--- config.mk ---
export PLATFORM = sky130hd
export DESIGN_NAME = ssf_top
export DESIGN_NICKNAME = d
export VERILOG_FILES = /design/src/ssf_pkg.sv /design/src/ssf_top.sv
export SDC_FILE = /design/constraint.sdc
export NUM_CORES = 1
export LEC_CHECK = 0
export BUFFER_PORTS_ARGS = -buffer_cell sky130_fd_sc_hd__buf_2
export CORE_MARGIN = 8
export CORE_UTILIZATION = 50
export DETAILED_ROUTE_END_ITERATION = 10
export PLACE_DENSITY = 0.81
export SETUP_SLACK_MARGIN = 0.5
export SYNTH_ARGS = -nofsm -noshare
export SYNTH_HDL_FRONTEND = slang
export SYNTH_SLANG_ARGS = --single-unit
export TNS_END_PERCENT = 10
--- constraint.sdc ---
create_clock -name CORE_CLK -period 3.3 [get_ports CORE_CLK]
set_clock_uncertainty 0.15 [all_clocks]
set_input_delay 0.66 -clock CORE_CLK [delete_from_list [all_inputs] [get_ports CORE_CLK]]
set_output_delay 0.66 -clock CORE_CLK [all_outputs]
set_load 0.01 [all_outputs]
--- src/ssf_pkg.sv ---
// constants shared by the serial flash front end
package ssf_pkg;

  // ********************
  // timing
  // ********************
  localparam int CLK_PERIOD_NS = 5;
  localparam int CHIP_ERASE_MS = 70;
  localparam int SECT_ERASE_MS = 18;
  localparam int PROG_US = 14;
  localparam int CHIP_ERASE_CYC = CHIP_ERASE_MS * 1000000 / CLK_PERIOD_NS;
  localparam int SECT_ERASE_CYC = SECT_ERASE_MS * 1000000 / CLK_PERIOD_NS;
  localparam int PROG_CYC = PROG_US * 1000 / CLK_PERIOD_NS;

  // ********************
  // bus register map
  // ********************
  localparam logic [7:0] REG_FILL_OFS = 8'h00;
  localparam logic [7:0] REG_STAT_OFS = 8'h04;
  localparam logic [7:0] REG_ADDR_OFS = 8'h08;
  localparam logic [7:0] REG_DATA_OFS = 8'h0c;
  localparam logic [7:0] FILL_RESET = 8'hff;

  // ********************
  // status register fields
  // ********************
  localparam int ST_BUSY = 0;
  localparam int ST_WEL = 1;
  localparam int ST_BP0 = 2;
  localparam int ST_BP1 = 3;
  localparam int ST_AUTO_INC = 6;
  localparam int ST_LOCK = 7;
  localparam logic [1:0] BP_RESET = 2'h3;
  localparam int ST_HOLD = 8;
  localparam int ST_SEL = 9;

  // ********************
  // serial commands and layout
  // ********************
  localparam logic [7:0] CMD_READ = 8'h03;
  localparam logic [7:0] CMD_RDSR = 8'h05;
  localparam logic [7:0] CMD_WREN = 8'h06;
  localparam logic [7:0] CMD_WRDI = 8'h04;
  localparam logic [7:0] CMD_STATUS_WRITE = 8'h01;
  localparam logic [7:0] CMD_PROG = 8'h02;
  localparam logic [7:0] CMD_SECT = 8'h20;
  localparam logic [7:0] CMD_BLK = 8'h52;
  localparam logic [7:0] CMD_CHIP = 8'h60;
  localparam logic [7:0] CMD_RDID = 8'h90;
  localparam logic [23:0] SECT_MASK = 24'hfff000;
  localparam logic [23:0] BLK_MASK = 24'hff8000;
  localparam logic [2:0] BYTES_ADDR = 3'h3;
  localparam logic [2:0] BYTES_PROG = 3'h5;
  localparam logic [2:0] BYTES_MAX = 3'h7;
  // pin order sck, ce_n, si, hold_n, wp_n
  localparam logic [4:0] PIN_IDLE = 5'h0b;

  typedef enum logic [2:0] {OP_NONE, OP_PROG, OP_SECT, OP_BLK, OP_CHIP} ssf_op_type;

endpackage : ssf_pkg

--- src/ssf_top.sv ---
// serial flash slave front end with bus-side view registers
`timescale 1ns/1ps

// Behaviour
// - capture input bits on clock rise
// - shift output bits on clock fall
// - transaction starts on select falling edge
// - works in modes zero and three
// - commands, address, data via input only
// - pause suspends without losing state
// - protect pin gates lock bit
// - id read gives maker, device codes
// - four and thirty-two kilobyte erase units
// - chip erase busy seventy milliseconds
// - sector, block erase busy eighteen ms
// - byte program busy fourteen microseconds
// - pause enters, exits while clock low
// - paused: output released, inputs ignored
// - deselect during pause resets interface
// - status write refused when pin low, locked
module ssf_top
  import ssf_pkg::*;
#(
  parameter int CHIP_ERASE_CYCLES = CHIP_ERASE_CYC,
  parameter int SECT_ERASE_CYCLES = SECT_ERASE_CYC,
  parameter int CNT_W = 24,
  // identity codes are arbitrary
  parameter logic [7:0] MAKER_CODE = 8'ha5,
  parameter logic [7:0] DEVICE_CODE = 8'h3c
)
(
  // clock and reset
  input wire logic CORE_CLK,
  input wire logic NRST,
  // ahb-lite slave
  input wire logic HSEL,
  input wire logic [31:0] HADDR,
  input wire logic [1:0] HTRANS,
  input wire logic HWRITE,
  input wire logic [2:0] HSIZE,
  input wire logic [31:0] HWDATA,
  input wire logic HREADY,
  output logic HREADYOUT,
  output logic HRESP,
  output logic [31:0] HRDATA,
  // serial pins
  input wire logic SCK,
  input wire logic CE_N,
  input wire logic SI,
  output logic SO,
  output logic SO_OE,
  input wire logic HOLD_N,
  input wire logic WP_N
);

  // ********************
  // checks and helpers
  // ********************
  if (CNT_W > 31 || CHIP_ERASE_CYCLES < 1 || SECT_ERASE_CYCLES < 1
      || CHIP_ERASE_CYCLES >= (1 << CNT_W) || SECT_ERASE_CYCLES >= (1 << CNT_W)
      || PROG_CYC >= (1 << CNT_W))
  begin : g_bad
    $error("busy counter too narrow");
  end

  function automatic logic [7:0] id_byte(input logic low_bit);
    id_byte = low_bit ? DEVICE_CODE : MAKER_CODE;
  endfunction : id_byte

  // ********************
  // pin synchronisers
  // ********************
  logic [4:0] pin_m_ff;
  logic [4:0] pin_s_ff;
  logic sck_d_ff;
  logic ce_d_ff;
  logic sck_s;
  logic ce_n_s;
  logic si_s;
  logic hold_n_s;
  logic wp_n_s;

  always_ff @(posedge CORE_CLK or negedge NRST)
  begin
    if (!NRST)
    begin
      pin_m_ff <= PIN_IDLE;
      pin_s_ff <= PIN_IDLE;
      sck_d_ff <= 1'b0;
      ce_d_ff <= 1'b1;
    end
    else
    begin
      pin_m_ff <= {SCK, CE_N, SI, HOLD_N, WP_N};
      pin_s_ff <= pin_m_ff;
      sck_d_ff <= pin_s_ff[4];
      ce_d_ff <= pin_s_ff[3];
    end
  end

  assign sck_s = pin_s_ff[4];
  assign ce_n_s = pin_s_ff[3];
  assign si_s = pin_s_ff[2];
  assign hold_n_s = pin_s_ff[1];
  assign wp_n_s = pin_s_ff[0];

  // ********************
  // select and pause
  // ********************
  logic hold_ff;
  logic sel_ff;
  logic ce_fall;
  logic ce_rise;
  logic active;
  logic rise_ev;
  logic fall_ev;

  assign ce_fall = ce_d_ff & ~ce_n_s;
  assign ce_rise = ~ce_d_ff & ce_n_s;

  always_ff @(posedge CORE_CLK or negedge NRST)
  begin
    if (!NRST)
      hold_ff <= 1'b0;
    else if (ce_n_s)
      hold_ff <= hold_ff & ~hold_n_s;
    else if (!sck_s)
      hold_ff <= ~hold_n_s;
  end

  always_ff @(posedge CORE_CLK or negedge NRST)
  begin
    if (!NRST)
      sel_ff <= 1'b0;
    else if (ce_n_s)
      sel_ff <= 1'b0;
    else if (ce_fall && !hold_ff)
      sel_ff <= 1'b1;
  end

  assign active = sel_ff & ~hold_ff & ~ce_n_s;
  assign rise_ev = active & sck_s & ~sck_d_ff;
  assign fall_ev = active & ~sck_s & sck_d_ff;

  // ********************
  // serial shift engine
  // ********************
  logic [7:0] in_sr_ff;
  logic [2:0] bit_cnt_ff;
  logic [2:0] byte_cnt_ff;
  logic [7:0] cmd_ff;
  logic [23:0] addr_ff;
  logic [7:0] data_ff;
  logic [7:0] out_sr_ff;
  logic so_ff;
  logic oe_ff;
  logic byte_done;
  logic [7:0] new_byte;
  logic [7:0] cur_opc;
  logic [7:0] nxt_out;
  logic [7:0] status;
  logic busy_ff;
  logic wel_ff;
  logic [1:0] bp_ff;
  logic lock_ff;
  logic [7:0] fill_ff;

  assign byte_done = rise_ev && bit_cnt_ff == 3'h7;
  assign new_byte = {in_sr_ff[6:0], si_s};
  assign cur_opc = (byte_cnt_ff == 3'h0) ? new_byte : cmd_ff;

  always_ff @(posedge CORE_CLK or negedge NRST)
  begin
    if (!NRST)
    begin
      in_sr_ff <= 8'h00;
      bit_cnt_ff <= 3'h0;
      byte_cnt_ff <= 3'h0;
    end
    else if (!sel_ff)
    begin
      bit_cnt_ff <= 3'h0;
      byte_cnt_ff <= 3'h0;
    end
    else if (rise_ev)
    begin
      in_sr_ff <= new_byte;
      bit_cnt_ff <= bit_cnt_ff + 3'h1;
      if (byte_done && byte_cnt_ff != BYTES_MAX)
        byte_cnt_ff <= byte_cnt_ff + 3'h1;
    end
  end

  always_ff @(posedge CORE_CLK or negedge NRST)
  begin
    if (!NRST)
    begin
      cmd_ff <= 8'h00;
      addr_ff <= 24'h000000;
      data_ff <= 8'h00;
    end
    else if (byte_done)
    begin
      case (byte_cnt_ff)
        3'h0: cmd_ff <= new_byte;
        3'h1, 3'h2, 3'h3: addr_ff <= {addr_ff[15:0], new_byte};
        3'h4:
        begin
          data_ff <= new_byte;
          if (cmd_ff == CMD_RDID)
            addr_ff <= {addr_ff[23:1], ~addr_ff[0]};
        end
        default:
          if (cmd_ff == CMD_RDID)
            addr_ff <= {addr_ff[23:1], ~addr_ff[0]};
      endcase
    end
  end

  always_comb
  begin
    nxt_out = 8'h00;
    if (cur_opc == CMD_RDSR)
      nxt_out = status;
    else if (cur_opc == CMD_RDID && byte_cnt_ff >= BYTES_ADDR)
      nxt_out = id_byte(byte_cnt_ff == BYTES_ADDR ? new_byte[0] : ~addr_ff[0]);
    else if (cur_opc == CMD_READ && byte_cnt_ff >= BYTES_ADDR && !busy_ff)
      nxt_out = fill_ff;
  end

  always_ff @(posedge CORE_CLK or negedge NRST)
  begin
    if (!NRST)
    begin
      out_sr_ff <= 8'h00;
      so_ff <= 1'b0;
      oe_ff <= 1'b0;
    end
    else
    begin
      oe_ff <= active;
      if (!sel_ff)
        out_sr_ff <= 8'h00;
      else if (byte_done)
        out_sr_ff <= nxt_out;
      else if (fall_ev)
      begin
        so_ff <= out_sr_ff[7];
        out_sr_ff <= {out_sr_ff[6:0], 1'b0};
      end
    end
  end

  assign SO = so_ff;
  assign SO_OE = oe_ff;

  // ********************
  // command execution
  // ********************
  logic commit;
  logic go_stw;
  logic go_prog;
  logic go_sect;
  logic go_blk;
  logic go_chip;
  logic stw_ok;
  logic [CNT_W-1:0] busy_cnt_ff;
  logic [23:0] last_addr_ff;
  logic [7:0] last_data_ff;
  ssf_op_type last_op_ff;

  // executes on deselect at a byte boundary; aborted bytes do nothing
  assign commit = ce_rise & sel_ff & ~hold_ff & (bit_cnt_ff == 3'h0) & ~busy_ff;
  assign go_stw = commit && cmd_ff == CMD_STATUS_WRITE && byte_cnt_ff >= 3'h2;
  assign stw_ok = wp_n_s | ~lock_ff;
  assign go_prog = commit && wel_ff && cmd_ff == CMD_PROG && byte_cnt_ff >= BYTES_PROG;
  assign go_sect = commit && wel_ff && cmd_ff == CMD_SECT && byte_cnt_ff >= 3'h4;
  assign go_blk = commit && wel_ff && cmd_ff == CMD_BLK && byte_cnt_ff >= 3'h4;
  assign go_chip = commit && wel_ff && cmd_ff == CMD_CHIP && byte_cnt_ff >= 3'h1;

  assign status = {lock_ff, 1'b0, 2'h0, bp_ff, wel_ff, busy_ff};

  always_ff @(posedge CORE_CLK or negedge NRST)
  begin
    if (!NRST)
    begin
      wel_ff <= 1'b0;
      bp_ff <= BP_RESET;
      lock_ff <= 1'b0;
    end
    else
    begin
      if (commit && cmd_ff == CMD_WREN && byte_cnt_ff >= 3'h1)
        wel_ff <= 1'b1;
      // empty frame must not replay a stale disable
      else if ((commit && cmd_ff == CMD_WRDI && byte_cnt_ff >= 3'h1)
          || (busy_ff && busy_cnt_ff == '0))
        wel_ff <= 1'b0;
      // status byte is the latest of the first three bytes after the command
      if (go_stw && stw_ok)
      begin
        bp_ff <= addr_ff[ST_BP1:ST_BP0];
        lock_ff <= addr_ff[ST_LOCK];
      end
    end
  end

  always_ff @(posedge CORE_CLK or negedge NRST)
  begin
    if (!NRST)
    begin
      busy_ff <= 1'b0;
      busy_cnt_ff <= '0;
    end
    else if (go_chip)
    begin
      busy_ff <= 1'b1;
      busy_cnt_ff <= CNT_W'(CHIP_ERASE_CYCLES - 1);
    end
    else if (go_sect || go_blk)
    begin
      busy_ff <= 1'b1;
      busy_cnt_ff <= CNT_W'(SECT_ERASE_CYCLES - 1);
    end
    else if (go_prog)
    begin
      busy_ff <= 1'b1;
      busy_cnt_ff <= CNT_W'(PROG_CYC - 1);
    end
    else if (busy_ff)
    begin
      if (busy_cnt_ff == '0)
        busy_ff <= 1'b0;
      else
        busy_cnt_ff <= busy_cnt_ff - CNT_W'(1);
    end
  end

  always_ff @(posedge CORE_CLK or negedge NRST)
  begin
    if (!NRST)
    begin
      last_addr_ff <= 24'h000000;
      last_data_ff <= 8'h00;
      last_op_ff <= OP_NONE;
    end
    else if (go_prog)
    begin
      last_addr_ff <= addr_ff;
      last_data_ff <= data_ff;
      last_op_ff <= OP_PROG;
    end
    else if (go_sect)
    begin
      last_addr_ff <= addr_ff & SECT_MASK;
      last_op_ff <= OP_SECT;
    end
    else if (go_blk)
    begin
      last_addr_ff <= addr_ff & BLK_MASK;
      last_op_ff <= OP_BLK;
    end
    else if (go_chip)
    begin
      last_addr_ff <= 24'h000000;
      last_op_ff <= OP_CHIP;
    end
  end

  // ********************
  // ahb-lite registers
  // ********************
  logic wr_ff;
  logic [7:0] wr_ofs_ff;
  logic [31:0] rdata_ff;
  logic ap_valid;

  // zero wait, always okay
  assign ap_valid = HSEL & HTRANS[1] & HREADY;
  assign HREADYOUT = 1'b1;
  assign HRESP = 1'b0;
  assign HRDATA = rdata_ff;

  always_ff @(posedge CORE_CLK or negedge NRST)
  begin
    if (!NRST)
    begin
      wr_ff <= 1'b0;
      wr_ofs_ff <= 8'h00;
      rdata_ff <= 32'h00000000;
      fill_ff <= FILL_RESET;
    end
    else
    begin
      wr_ff <= ap_valid & HWRITE;
      wr_ofs_ff <= HADDR[7:0];
      if (wr_ff && wr_ofs_ff == REG_FILL_OFS)
        fill_ff <= HWDATA[7:0];
      if (ap_valid && !HWRITE)
      begin
        case (HADDR[7:0])
          REG_FILL_OFS: rdata_ff <= {24'h000000, fill_ff};
          REG_STAT_OFS: rdata_ff <= {22'h000000, sel_ff, hold_ff, status};
          REG_ADDR_OFS: rdata_ff <= {8'h00, last_addr_ff};
          REG_DATA_OFS: rdata_ff <= {21'h000000, last_op_ff, last_data_ff};
          default: rdata_ff <= 32'h00000000;
        endcase
      end
    end
  end
endmodule : ssf_top

==> metrics <==
min Tclk post-route=2.79 ns; post-synthesis async set-or-reset flop share=100%; Final Hold Viols=0; final core utilization=just under 60%; Clock H-tree levels=4; Pins Over Slew Limit=0; Hold Path Class=primary input to asynchronous set/reset pin; reg2reg start=bit_cnt_ff[0]; cell area after layout=between 9000 and 10000 sq um; Syn Std Cell Area=approximately 8000 sq um; initial antenna violation count=0; post-synth cell types=~70; initial DRC count=405; DIE HEIGHT=~140 microns; vias in the first global route=5686; Clk Latency, worst-skew pair=about 0.44 ns; via count=5644; Worst Max-Slew Pin Slew=roughly 1.1 ns; worst vdd ir=0.000412 V; EDFF count, synth=0; fin nets=around 830; status=completed; Critical Path Source Type=register; crit-path max FO=15; Crit. Startpoint=bit_cnt_ff[0]; largest net degree at the start of global routing=between 60 and 70; CP arrival=between 2 and 3 ns; num rows=46; Critical Path RT=3.47 ns; first-pass GRT wire length=between 20000 and 30000 microns; leakage=roughly 4.4 nW; share of layout cells above drive strength 1=27.5%; Detail Route Antenna Nets=0; Cells after Synth=690; clock-pin slew on the worst setup and hold paths=about 0.070 ns; CTS tree=yes; synthesis-stage register bit count=between 150 and 200; RSZ-0062 raised after global routing=true; fillers=between 1k and 1.5k; die width=143 microns; Initial DRT Pass Iterations=7; sequential-to-total area share from yosys stat=a little under three fifths; Port Buffers=52; Post-Route WL=roughly 17000 microns; Core Area=about 16000 sq um; die area=20500 sq um; IO Count=between 100 and 150; GPL Wtd Cong=between 0.9 and 1; Mean Syn Cell Area=about 12 sq um; slew margin rel.=a little over a quarter; ys flop type=dfrtp_1; multi-input logic area=about 3300 sq um; total gr overflow=0; Clock Tree Root=clkbuf_16; Finish-stage setup viols=0; # hold bufs at CTS=0; CTS Buf Count=17; Worst Setup End Kind=register; DR WL/cell=18.0 microns; total track usage=between 15 and 20%; Area growth, synth to finish=13.5%; Starting Density=51.0%; Tcrit/Tclk final=a little over four fifths; worst-case clock buffer depth=2; number of diodes=0; DRC viols=0; drt via density=between 5 and 6; # clock sinks=between 150 and 200; pwr dens=between 400 and 500 nW/um^2; Synthesis Warnings=0; area post-placement=about 8600 sq um; achievable clock frequency=around 0.36 GHz; register area=4580 sq um; HPWL Detailed=around 12000 microns; maxcap violations=0; CP Class=register to register; final setup TNS=0 ns
==> where the power goes <==
part / switching [mW] / internal, mW / leakage (nW)
Combinational: 0.110 / 0.0604 / 1.70
Clock: 0.874 / 1.22 / 0.291
Sequential: 0.0348 / 2.27 / 2.45
==> path summary, 6_finish.rpt <==
kind | to | slack (ns) | cells after the start
setup / recovery | last_addr_ff[7] | 0.51 | 8
hold / removal | out_sr_ff[6] | 0.05 | 1
setup reg to reg | last_addr_ff[7] | 0.51 | 8
hold reg to reg | pin_s_ff[4] | 0.20 | 0
max in group asynchronous | HRDATA[1] | 2.21 | 2
min in group CORE_CLK | pin_m_ff[1] | 0.17 | 1
==> per-stage QoR <==
stage	hold slack, ns	power (mW)	cells	setup slack [ns]
finish	0.0475	4.57	971	0.511
global route	0.0926	4.70	971	0.357
CTS	0.0601	4.58	971	0.511
detailed placement	0.186	2.51	939	0.561
global placement	0.183	2.50	939	0.612
floorplan	0.181	2.42	698	0.845
==> what timing repair did <==
item,CTS,global route
setup endpoints to repair,0,62
buffers inserted,0,0
resized for setup,0,5
==> layer usage <==
metal	track usage (%)	share of wire [%]
met5	0	0
met4	8.30	3.1
met3	4.07	6.1
met2	29.5	49
met1	21.9	42
==> sequential cells by signal, summed over array words and instances (netlist names), 7 cells and up <==
| signal | cells |
|---|---|
| HRDATA | 24 |
| data_ff | 8 |
| busy_cnt_ff | 24 |
| fill_ff | 8 |
| wr_ofs_ff | 8 |
| cmd_ff | 8 |
| last_addr_ff | 24 |
| out_sr_ff | 8 |
| in_sr_ff | 7 |
| addr_ff | 24 |
| last_data_ff | 8 |
==> worst max-delay path: stages (launching register included) <==
cell	delay, ns
dfrtp_1	0.42
inv_1	0.07
ha_1	0.15
nand4b_1	0.14
or4_1	0.56
a211o_1	0.34
and2_1	0.32
buf_4	0.28
a22o_1	0.25
==> cells by family after synthesis <==
group | synth area share [%]
muxes | 11.1
buffers and inverters | 3.69
other | 0.0927
adders and majority gates | 1.70
AOI/OAI and AO/OA | 12.1
and+or+nand+nor | 14.2
xor gates and xnor gates | 0.649
DFF | 56.5
==> layout make-up <==
type,count,area share [%]
clock inverter,13,1.81
sequential,182,49.8
multi-input combinational,457,35.7
clock buffer,19,4.82
inverter,16,0.653
timing repair buffer,68,4.34
tap,216,2.94
==> layout by cell type, fill, tap and decap left out, types with 6 or more instances in the layout <==
cell type / Yosys / final
dfrtp_1: 165 / 165
nand2_1: 73 / 72
mux2_2: 65 / 65
buf_2: 8 / 51
o21ai_0: 42 / 41
a22o_1: 28 / 28
nor2_1: 26 / 26
a21oi_1: 24 / 24
nand3_1: 23 / 23
dfstp_2: 17 / 17
clkbuf_16: 0 / 17
inv_1: 16 / 16
nor3_1: 15 / 15
buf_4: 12 / 15
ha_1: 11 / 11
conb_1: 2 / 10
nor4_1: 9 / 9
a31oi_1: 8 / 8
a211oi_1: 8 / 7
nand4_1: 6 / 6
or3_1: 6 / 6
==> cell usage after synthesis, drive strengths merged, types with 10 or more instances <==
master	count	area share (%)
buf	24	2.1
dfrtp	165	51
mux2	66	9.2
ha	11	1.7
dfstp	17	5.5
nor3	19	1.6
nand3	24	1.5
nor4	10	0.96
nor2	27	1.3
a22o	28	3.0
clkbuf	19	0.88
nand2	73	3.4
a21oi	24	1.5
o21ai	42	2.6
inv	16	0.74
(Power assumes the default switching activity.)
